`src/verilog/embi_pkg.sv`:
```
// Package: constants and types for the external memory bus interface
package embi_pkg;
  localparam int          EMBI_ADDR_W  = 24;   // External address width
  localparam int          EMBI_AREAS   = 8;    // Number of address areas
  // Transfer sizes on the request port
  localparam logic [1:0]  SZ_BYTE      = 2'h0;
  localparam logic [1:0]  SZ_WORD      = 2'h1;
  localparam logic [1:0]  SZ_LONG      = 2'h2;
  // Power-on values of the bus controller registers
  localparam logic [7:0]  RST_BUS_WIDTH   = 8'h00; // 16-bit in every area
  localparam logic [7:0]  RST_ACC_STATES  = 8'hff; // 3-state in every area
  localparam logic [7:0]  RST_WAIT_COUNT  = 8'hff; // 3 wait states per area
  localparam logic        RST_WAIT_PIN_EN = 1'h0;
  localparam logic        RST_BURST_SEL   = 1'h0;
  localparam logic        RST_BURST_LEN   = 1'h0;
  localparam logic        RST_BURST_LIM   = 1'h0;
  // Burst run limits in words
  localparam logic [3:0]  BURST_LIM_SHORT = 4'h4;
  localparam logic [3:0]  BURST_LIM_LONG  = 4'h8;
  // Bus states, one-hot
  typedef enum logic [5:0] {
    ST_IDLE  = 6'b000001,
    ST_T1    = 6'b000010,
    ST_T2    = 6'b000100,
    ST_TW    = 6'b001000,
    ST_T3    = 6'b010000,
    ST_BURST = 6'b100000
  } embi_state_t;
endpackage

```
`src/verilog/embi_lane_steer.sv`:
```
// Byte-lane steering for one bus access: lane enables, write data, read data
`timescale 1ns/1ps
`default_nettype none
module embi_lane_steer (
  input  wire logic        bus8,
  input  wire logic        word,
  input  wire logic        odd,
  input  wire logic [15:0] wdata,
  input  wire logic [15:0] din,
  output logic             up_used,
  output logic             lo_used,
  output logic [15:0]      dout,
  output logic [15:0]      rval
);
  // Upper lane for 8-bit space, words and even bytes
  assign up_used = bus8 | word | ~odd;
  assign lo_used = ~bus8 & (word | odd);
  // Byte copied on both lanes; enables pick the live one
  assign dout    = word ? wdata : {wdata[7:0], wdata[7:0]};
  // Unused lane is read but its value is dropped
  assign rval    = word ? din : (up_used ? {8'h00, din[15:8]} : {8'h00, din[7:0]});
endmodule // embi_lane_steer
`default_nettype wire

```
`src/verilog/embi_bus_ctrl.sv`:
```
// External memory bus interface: basic and burst ROM access sequencer
`timescale 1ns/1ps
`default_nettype none
module embi_bus_ctrl
  import embi_pkg::*;
#(
  parameter int ADDR_W = EMBI_ADDR_W
) (
  input  wire logic              sys_clk,
  input  wire logic              rst_n,
  input  wire logic              manual_rst_n,
  input  wire logic              clk_en,
  // Configuration load
  input  wire logic              cfg_load,
  input  wire logic [7:0]        cfg_bus_width,
  input  wire logic [7:0]        cfg_access_states,
  input  wire logic [7:0]        cfg_wait_count_upper,
  input  wire logic [7:0]        cfg_wait_count_lower,
  input  wire logic              cfg_wait_pin_enable,
  input  wire logic              cfg_burst_rom_select,
  input  wire logic              cfg_burst_cycle_length,
  input  wire logic              cfg_burst_word_limit,
  // Configuration readback
  output logic [7:0]             bus_width_control_reg,
  output logic [7:0]             access_state_control_reg,
  output logic [7:0]             wait_count_upper_reg,
  output logic [7:0]             wait_count_lower_reg,
  output logic                   wait_pin_enable,
  output logic                   burst_rom_select,
  output logic                   burst_cycle_length,
  output logic                   burst_word_limit,
  // Internal master request
  input  wire logic              req_valid,
  input  wire logic [2:0]        req_area,
  input  wire logic [ADDR_W-1:0] req_addr,
  input  wire logic [1:0]        req_size,
  input  wire logic              req_write,
  input  wire logic              req_ifetch,
  input  wire logic [31:0]       req_wdata,
  output logic                   req_ready,
  output logic                   resp_valid,
  output logic [31:0]            resp_rdata,
  // External pins
  output logic [ADDR_W-1:0]      addr_out,
  output logic                   rd_n,
  output logic                   upper_write_strobe_n,
  output logic                   lower_write_strobe_n,
  output logic [15:0]            data_out,
  output logic                   data_oe_upper,
  output logic                   data_oe_lower,
  input  wire logic [15:0]       data_in,
  input  wire logic              wait_n
);

  // Parameter range the address arithmetic can serve
  if (ADDR_W < 2 || ADDR_W > 32) begin : g_bad_addr_w
    $error("embi_bus_ctrl: ADDR_W must lie in 2..32");
  end

  typedef struct packed {
    embi_state_t       state;
    // Configuration registers
    logic [7:0]        bw;
    logic [7:0]        ast;
    logic [15:0]       wc;
    logic              wpe;
    logic              brs;
    logic              bcl;
    logic              bwl;
    // Current access descriptor
    logic              bus8;
    logic              three;
    logic              bmode;
    logic [1:0]        pw;
    logic [1:0]        wcnt;
    logic              bst;
    logic [ADDR_W-1:0] addr;
    logic [1:0]        size;
    logic              wr;
    logic [31:0]       wdata;
    logic [31:0]       rdata;
    logic [2:0]        nbeats;
    logic [2:0]        beat;
    // Open burst run
    logic              bopen;
    logic [ADDR_W-1:0] bnext;
    logic [3:0]        bwords;
    // Registered outputs
    logic              ready;
    logic              rvalid;
    logic [ADDR_W-1:0] pa;
    logic              prd_n;
    logic              phw_n;
    logic              plw_n;
    logic [15:0]       pd;
    logic              poe_up;
    logic              poe_lo;
  } embi_regs_t;

  embi_regs_t s;
  embi_regs_t next_s;
  logic       rst_meta_n;
  logic       rst_sync_n;

  // Number of bus accesses for one transfer
  function automatic logic [2:0] beat_count(input logic [1:0] sz, input logic b8);
    if (b8) begin
      beat_count = (sz == SZ_BYTE) ? 3'h1 : (sz == SZ_WORD) ? 3'h2 : 3'h4;
    end else begin
      beat_count = (sz == SZ_LONG) ? 3'h2 : 3'h1;
    end
  endfunction

  // Slice of write data for beat k, most significant first
  function automatic logic [15:0] beat_data(input logic [31:0] d, input logic wd,
                                            input logic [2:0] nb, input logic [2:0] k);
    logic [2:0] idx;
    idx       = nb - 3'h1 - k;
    beat_data = wd ? d[{idx[0], 4'h0} +: 16] : {8'h00, d[{idx[1:0], 3'h0} +: 8]};
  endfunction

  // Values taken at power-on and, except configuration, at manual reset
  function automatic embi_regs_t reset_regs();
    embi_regs_t r;
    r        = '0;
    r.state  = ST_IDLE;
    r.bw     = RST_BUS_WIDTH;
    r.ast    = RST_ACC_STATES;
    r.wc     = {RST_WAIT_COUNT, RST_WAIT_COUNT};
    r.wpe    = RST_WAIT_PIN_EN;
    r.brs    = RST_BURST_SEL;
    r.bcl    = RST_BURST_LEN;
    r.bwl    = RST_BURST_LIM;
    r.ready  = 1'b1;
    r.prd_n  = 1'b1;
    r.phw_n  = 1'b1;
    r.plw_n  = 1'b1;
    reset_regs = r;
  endfunction

  // Word access unless the beat is a single byte
  logic        cur_word;
  logic        up_used;
  logic        lo_used;
  logic [15:0] lane_dout;
  logic [15:0] lane_rval;
  assign cur_word = ~s.bus8 & (s.size != SZ_BYTE);

  embi_lane_steer u_lane (
    .bus8    (s.bus8),
    .word    (cur_word),
    .odd     (s.addr[0]),
    .wdata   (beat_data(s.wdata, cur_word, s.nbeats, s.beat)),
    .din     (data_in),
    .up_used (up_used),
    .lo_used (lo_used),
    .dout    (lane_dout),
    .rval    (lane_rval)
  );

  // Next-state logic for the whole block
  always_comb begin
    logic [3:0]        lim;
    logic              take_burst;
    logic              end_beat;
    logic              pin_wait;
    logic [ADDR_W-1:0] step_addr;
    next_s        = s;
    next_s.rvalid = 1'b0;
    end_beat      = 1'b0;
    lim           = s.bwl ? BURST_LIM_LONG : BURST_LIM_SHORT;
    pin_wait      = s.wpe & ~wait_n;
    step_addr     = s.addr + (cur_word ? ADDR_W'(2) : ADDR_W'(1));
    take_burst    = s.brs && req_area == 3'h0 && req_ifetch && !req_write;

    // Configuration writes, accepted in any state
    if (cfg_load) begin
      next_s.bw  = cfg_bus_width;
      next_s.ast = cfg_access_states;
      next_s.wc  = {cfg_wait_count_upper, cfg_wait_count_lower};
      next_s.wpe = cfg_wait_pin_enable;
      next_s.brs = cfg_burst_rom_select;
      next_s.bcl = cfg_burst_cycle_length;
      next_s.bwl = cfg_burst_word_limit;
    end

    unique case (s.state)
      ST_IDLE: begin
        if (req_valid && s.ready) begin
          next_s.ready  = 1'b0;
          next_s.bmode  = take_burst;
          next_s.bus8   = take_burst ? 1'b0 : s.bw[req_area];
          next_s.three  = s.ast[req_area];
          next_s.pw     = s.wc[{req_area, 1'b0} +: 2];
          next_s.wcnt   = s.wc[{req_area, 1'b0} +: 2];
          next_s.addr   = req_addr;
          next_s.size   = req_size;
          next_s.wr     = req_write;
          next_s.wdata  = req_wdata;
          next_s.rdata  = '0;
          next_s.beat   = 3'h0;
          next_s.bst    = 1'b0;
          next_s.nbeats = beat_count(req_size, take_burst ? 1'b0 : s.bw[req_area]);
          // Continue an open run at the next sequential word
          if (take_burst && s.bopen && req_addr == s.bnext && s.bwords < lim) begin
            next_s.state = ST_BURST;
          end else begin
            next_s.state  = ST_T1;
            next_s.bopen  = 1'b0;
            next_s.bwords = 4'h0;
          end
        end
      end
      ST_T1: begin
        next_s.state = ST_T2;
      end
      ST_T2, ST_TW: begin
        // Programmed waits run out before the pin is looked at
        if (s.three && s.wcnt != 2'h0) begin
          next_s.state = ST_TW;
          next_s.wcnt  = s.wcnt - 2'h1;
        end else if (s.three && pin_wait) begin
          next_s.state = ST_TW;
        end else if (s.three) begin
          next_s.state = ST_T3;
        end else begin
          end_beat = 1'b1;
        end
      end
      ST_T3: begin
        end_beat = 1'b1;
      end
      ST_BURST: begin
        // Second state only when the long burst cycle is chosen
        if (s.bcl && !s.bst) begin
          next_s.bst = 1'b1;
        end else begin
          end_beat = 1'b1;
        end
      end
      default: begin
        next_s.state = ST_IDLE;
      end
    endcase

    // Close one access: collect read data, then next beat or finish
    if (end_beat) begin
      if (!s.wr) begin
        next_s.rdata = cur_word ? {s.rdata[15:0], lane_rval} : {s.rdata[23:0], lane_rval[7:0]};
      end
      if (s.bmode) begin
        next_s.bwords = (s.state == ST_BURST) ? s.bwords + 4'h1 : 4'h1;
      end
      next_s.bst  = 1'b0;
      next_s.wcnt = s.pw;
      next_s.addr = step_addr;
      if (s.beat + 3'h1 < s.nbeats) begin
        next_s.beat  = s.beat + 3'h1;
        next_s.state = (s.bmode && next_s.bwords < lim) ? ST_BURST : ST_T1;
      end else begin
        next_s.state  = ST_IDLE;
        next_s.ready  = 1'b1;
        next_s.rvalid = 1'b1;
        next_s.bopen  = s.bmode;
        next_s.bnext  = step_addr;
      end
    end

    // Pins for the coming state; strobes start one state after the address in basic cycles, with it in ST_BURST
    next_s.pa     = next_s.addr;
    next_s.prd_n  = 1'b1;
    next_s.phw_n  = 1'b1;
    next_s.plw_n  = 1'b1;
    next_s.poe_up = 1'b0;
    next_s.poe_lo = 1'b0;
    next_s.pd     = lane_dout;
    if (next_s.state inside {ST_T2, ST_TW, ST_T3, ST_BURST}) begin
      if (!s.wr) begin
        next_s.prd_n = 1'b0;
      end else begin
        next_s.poe_up = up_used;
        next_s.poe_lo = lo_used;
        // Strobes lift in the third state so data holds past them
        if (next_s.state != ST_T3) begin
          next_s.phw_n = ~up_used;
          next_s.plw_n = ~lo_used;
        end
      end
    end

    // Manual reset aborts the cycle but keeps configuration
    if (!manual_rst_n) begin
      next_s     = reset_regs();
      next_s.bw  = s.bw;
      next_s.ast = s.ast;
      next_s.wc  = s.wc;
      next_s.wpe = s.wpe;
      next_s.brs = s.brs;
      next_s.bcl = s.bcl;
      next_s.bwl = s.bwl;
    end
  end

  // Reset release synchroniser
  always_ff @(posedge sys_clk or negedge rst_n) begin
    if (!rst_n) begin
      rst_meta_n <= 1'b0;
      rst_sync_n <= 1'b0;
    end else begin
      rst_meta_n <= 1'b1;
      rst_sync_n <= rst_meta_n;
    end
  end

  // State register; clock enable freezes everything
  always_ff @(posedge sys_clk or negedge rst_sync_n) begin
    if (!rst_sync_n) begin
      s <= reset_regs();
    end else if (clk_en) begin
      s <= next_s;
    end
  end

  // Outputs straight from the state register
  assign bus_width_control_reg    = s.bw;
  assign access_state_control_reg = s.ast;
  assign wait_count_upper_reg     = s.wc[15:8];
  assign wait_count_lower_reg     = s.wc[7:0];
  assign wait_pin_enable          = s.wpe;
  assign burst_rom_select         = s.brs;
  assign burst_cycle_length       = s.bcl;
  assign burst_word_limit         = s.bwl;
  assign req_ready                = s.ready;
  assign resp_valid               = s.rvalid;
  assign resp_rdata               = s.rdata;
  assign addr_out                 = s.pa;
  assign rd_n                     = s.prd_n;
  assign upper_write_strobe_n     = s.phw_n;
  assign lower_write_strobe_n     = s.plw_n;
  assign data_out                 = s.pd;
  assign data_oe_upper            = s.poe_up;
  assign data_oe_lower            = s.poe_lo;

endmodule // embi_bus_ctrl
`default_nettype wire

```
`config.mk`:
```
export PLATFORM = sky130hd
export DESIGN_NAME = embi_bus_ctrl
export DESIGN_NICKNAME = d
export VERILOG_FILES = /design/src/verilog/embi_pkg.sv /design/src/verilog/embi_lane_steer.sv /design/src/verilog/embi_bus_ctrl.sv
export SDC_FILE = /design/constraint.sdc
export NUM_CORES = 1
export LEC_CHECK = 0
export BUFFER_PORTS_ARGS = -buffer_cell sky130_fd_sc_hd__buf_2
export CAP_MARGIN = 20
export CORE_MARGIN = 3
export CORE_UTILIZATION = 39
export CTS_CLUSTER_SIZE = 12
export DETAILED_ROUTE_END_ITERATION = 16
export PLACE_DENSITY_LB_ADDON = 0.15
export SLEW_MARGIN = 0
export SYNTH_ARGS = -nofsm -noshare
export SYNTH_HDL_FRONTEND = slang
export SYNTH_HIERARCHICAL = 1
export SYNTH_SLANG_ARGS = --single-unit
```
`constraint.sdc`:
```
create_clock -name sys_clk -period 6.1 [get_ports sys_clk]
set_input_delay 0 -clock sys_clk [delete_from_list [all_inputs] [get_ports sys_clk]]
set_output_delay 0 -clock sys_clk [all_outputs]
set_load 0.02 [all_outputs]
```
==> impl_results.md <==
- Worst Max-Slew Pin Slew: between 1 and 1.5 ns
- Fin crit share: 54.4%
- # setup viols final: 0
- Slew Limit Fails: 0
- Status: finished, final reports clean
- PD cells: 283 nW/um^2
- Synth warnings: 6
- Number of distinct library cells after synthesis: 70
- Share of post-route cells with drive strength above 1: between 30% and 40%
- Area Overhead vs Synth: 25.0%
- TritonRoute pass-1 iters: 4
- Clock Tree Root: clkbuf_16
- Final HPWL DP: roughly 21000 um
- Final hold violation count: 0
- Avg WL per Cell: approximately 19 um
- CP Capture Type: flop
- PnR Total Power: 3.94 mW
- Static leakage: 6.60 nW
- Die Span X: ~180 um
- CTS max path bufs: 3
- RSZ-0062 raised after global routing: false
- Rel. slew slack: 29.1%
- Total number of vias: between 8000 and 9000
- Setup Fix Bufs, Post-CTS: 0
- Avg Synthesized Cell Area: between 10 and 15 um^2
- Number of buffers created by CTS: 24
- Synth Register Bits: about 200
- Hold Path Class: in2reg
- Core area: 28000 um^2
- Clock Skew: around 0.011 ns
- WP data arrival: approximately 3.7 ns
- Clock transition at the registers of the reported paths: roughly 0.060 ns
- Initial antenna violation count: 0
- Reg with most FFs: s
- Post-synth ARST share: between 90% and 100%
- Post-route ant nets: 0
- CTS tree: built
- Buffers on Ports: 236
- Worst hold slack: between 0.07 and 0.08 ns
- Sequential area share after synthesis: 45.4%
- TNS Setup: 0 ns
- Resized cells post-CTS: 0
- Area contributors post-synth: dfrtp_1 (39%), buf_4 (7.6%), dfstp_2 (6.8%)
- Max-Cap Viols: 0
- Leading register cell type out of synthesis: dfrtp_1
- Initial Util: roughly two fifths
- Grt ovf: 0
- First-pass GRT wire length: approximately 52000 um
- Fmax: ~300 MHz
- Top cell type's share of synthesized area: around two fifths
- # rows: slightly above 60
- Max reg flops: 108
- Nets: 1408
- Top cells by instance count after synthesis: dfrtp_1 (172), buf_4 (113), a22o_1 (62), nand2_1 (58), o21ai_0 (56)
- Syn nets: between 1000 and 1500
- Cell Area, Synth: ~11000 um^2
- Most frequent cell after synthesis: dfrtp_1
- Number of global-route vias before repair: a little over 9000
- Clock sink count: 201
- Place WS: ~2.8 ns
- Die Span Y: 175 um
- I/O pin cnt: 237
- Starting DRT DRC Count: 640
- Period minus WS final: 3.32 ns
- Internal reg-to-reg setup slack: roughly 2.8 ns
- Die area: 30700 um^2
- Vias per cell: roughly 5.3
- H-tree Lvls: 1
- Final worst-path setup slack: 2.78 ns
- Diodes inserted: 0
- Critical Path Source Type: flop
- Worst skew pair latency: 0.52 ns
- Final core utilization: 49.8%
- Cell count after synthesis: 1042
- RD Place Congestion: about 0.86
- WP data required: roughly 6.5 ns
- # hold bufs at CTS: between 100 and 150
- GRT Total Usage: 20.7%
- Max Fanout on Critical Path: 50
- Post-synth EDFFs: 0
- Maximum vdd ir drop: between 0.2 and 0.25 mV
- Largest net degree at the start of global routing: 60
- Leading area contributor after synthesis: dfrtp_1
- DRC viols: 0
- DRT Wirelength: 32100 um
- CP Class: reg2reg
## through the flow
stage	instances	cell area [um^2]
CTS	1669	13900
global route	1670	14000
finish	1670	14000
detailed placement	1500	11900
floorplan	1042	11200
global placement	1500	11900
## worst max-delay path, stage by stage (launching register included)
cell	delay (ns)
dfrtp_1	0.41
o21bai_4	0.16
buf_4	0.57
inv_1	0.21
ha_1	0.32
a21o_1	0.18
nand4_2	0.25
nor3_1	0.47
nand3_1	0.21
o31a_1	0.28
o22ai_1	0.13
## final cells by class
| class | instances | area [um^2] |
|---|---|---|
| Fill cell | 2595 | 14100 |
| Sequential cell | 201 | 5070 |
| Multi-Input combinational cell | 630 | 4880 |
| Timing Repair Buffer | 373 | 2530 |
| Clock buffer | 37 | 741 |
| Tap cell | 378 | 473 |
| Inverter | 44 | 165 |
| Clock inverter | 7 | 85.1 |
## report_power, final
part / total (mW) / internal [mW] / switching [mW]
Combinational: 0.862 / 0.382 / 0.480
Sequential: 1.59 / 1.47 / 0.115
Clock: 1.49 / 0.917 / 0.576
Total: 3.94 / 2.77 / 1.17
## metal layers
| layer | wire (um) | track usage, % | share of wire, % | vias to the layer above |
|---|---|---|---|---|
| met5 | 0 | 0 | 0 | - |
| met4 | 646 | 4.75 | 2.0 | 0 |
| met3 | 1700 | 3.41 | 5.3 | 40 |
| met2 | 15300 | 34.1 | 48 | 257 |
| met1 | 14500 | 28.9 | 45 | 4427 |
| li1 | - | - | - | 4127 |
## path summary, 6_finish.rpt
| check | start | to | depth (start not counted) |
|---|---|---|---|
| min | manual_rst_n | s[76] | 3 |
| min in group asynchronous | rst_n | rst_sync_n | 3 |
| max in group asynchronous | rst_sync_n | s[160] | 1 |
| min reg2reg | rst_meta_n | rst_sync_n | 0 |
| max reg2reg | s[148] | s[170] | 10 |
| max | s[148] | s[170] | 10 |
## logic make-up (layout without fill, tap and decap cells)
kind of cell    count (synthesis)  after routing  share of synthesized area [%]
compound gates                260            260                           17.5
buf+inv                       211            461                           11.1
other cells                     1              1                         0.0336
flops                         201            201                           45.4
mux                           113            113                           11.6
fa+ha+maj                      12             12                           1.41
simple gates                  191            191                           8.74
xor+xnor                       53             53                           4.23
## cells in the final DEF (no fill, tap or decap), drive strengths merged, types with 5 or more instances in the layout
cell         count
buf            248
dfrtp          172
dlygate4sd3    125
a22o            62
o21ai           59
nand2           58
mux2i           53
mux2            52
inv             44
o2bb2ai         40
clkbuf          37
nand3           36
nor2            36
xor2            31
dfstp           29
xnor2           22
a21oi           17
o211ai          13
ha              11
a22oi           10
and2            10
nand4            9
nor3             9
mux4             8
o22ai            8
o31ai            7
a2bb2oi          6
nor4             6
o31a             5
clkinv           5
(Power assumes the default switching activity.)
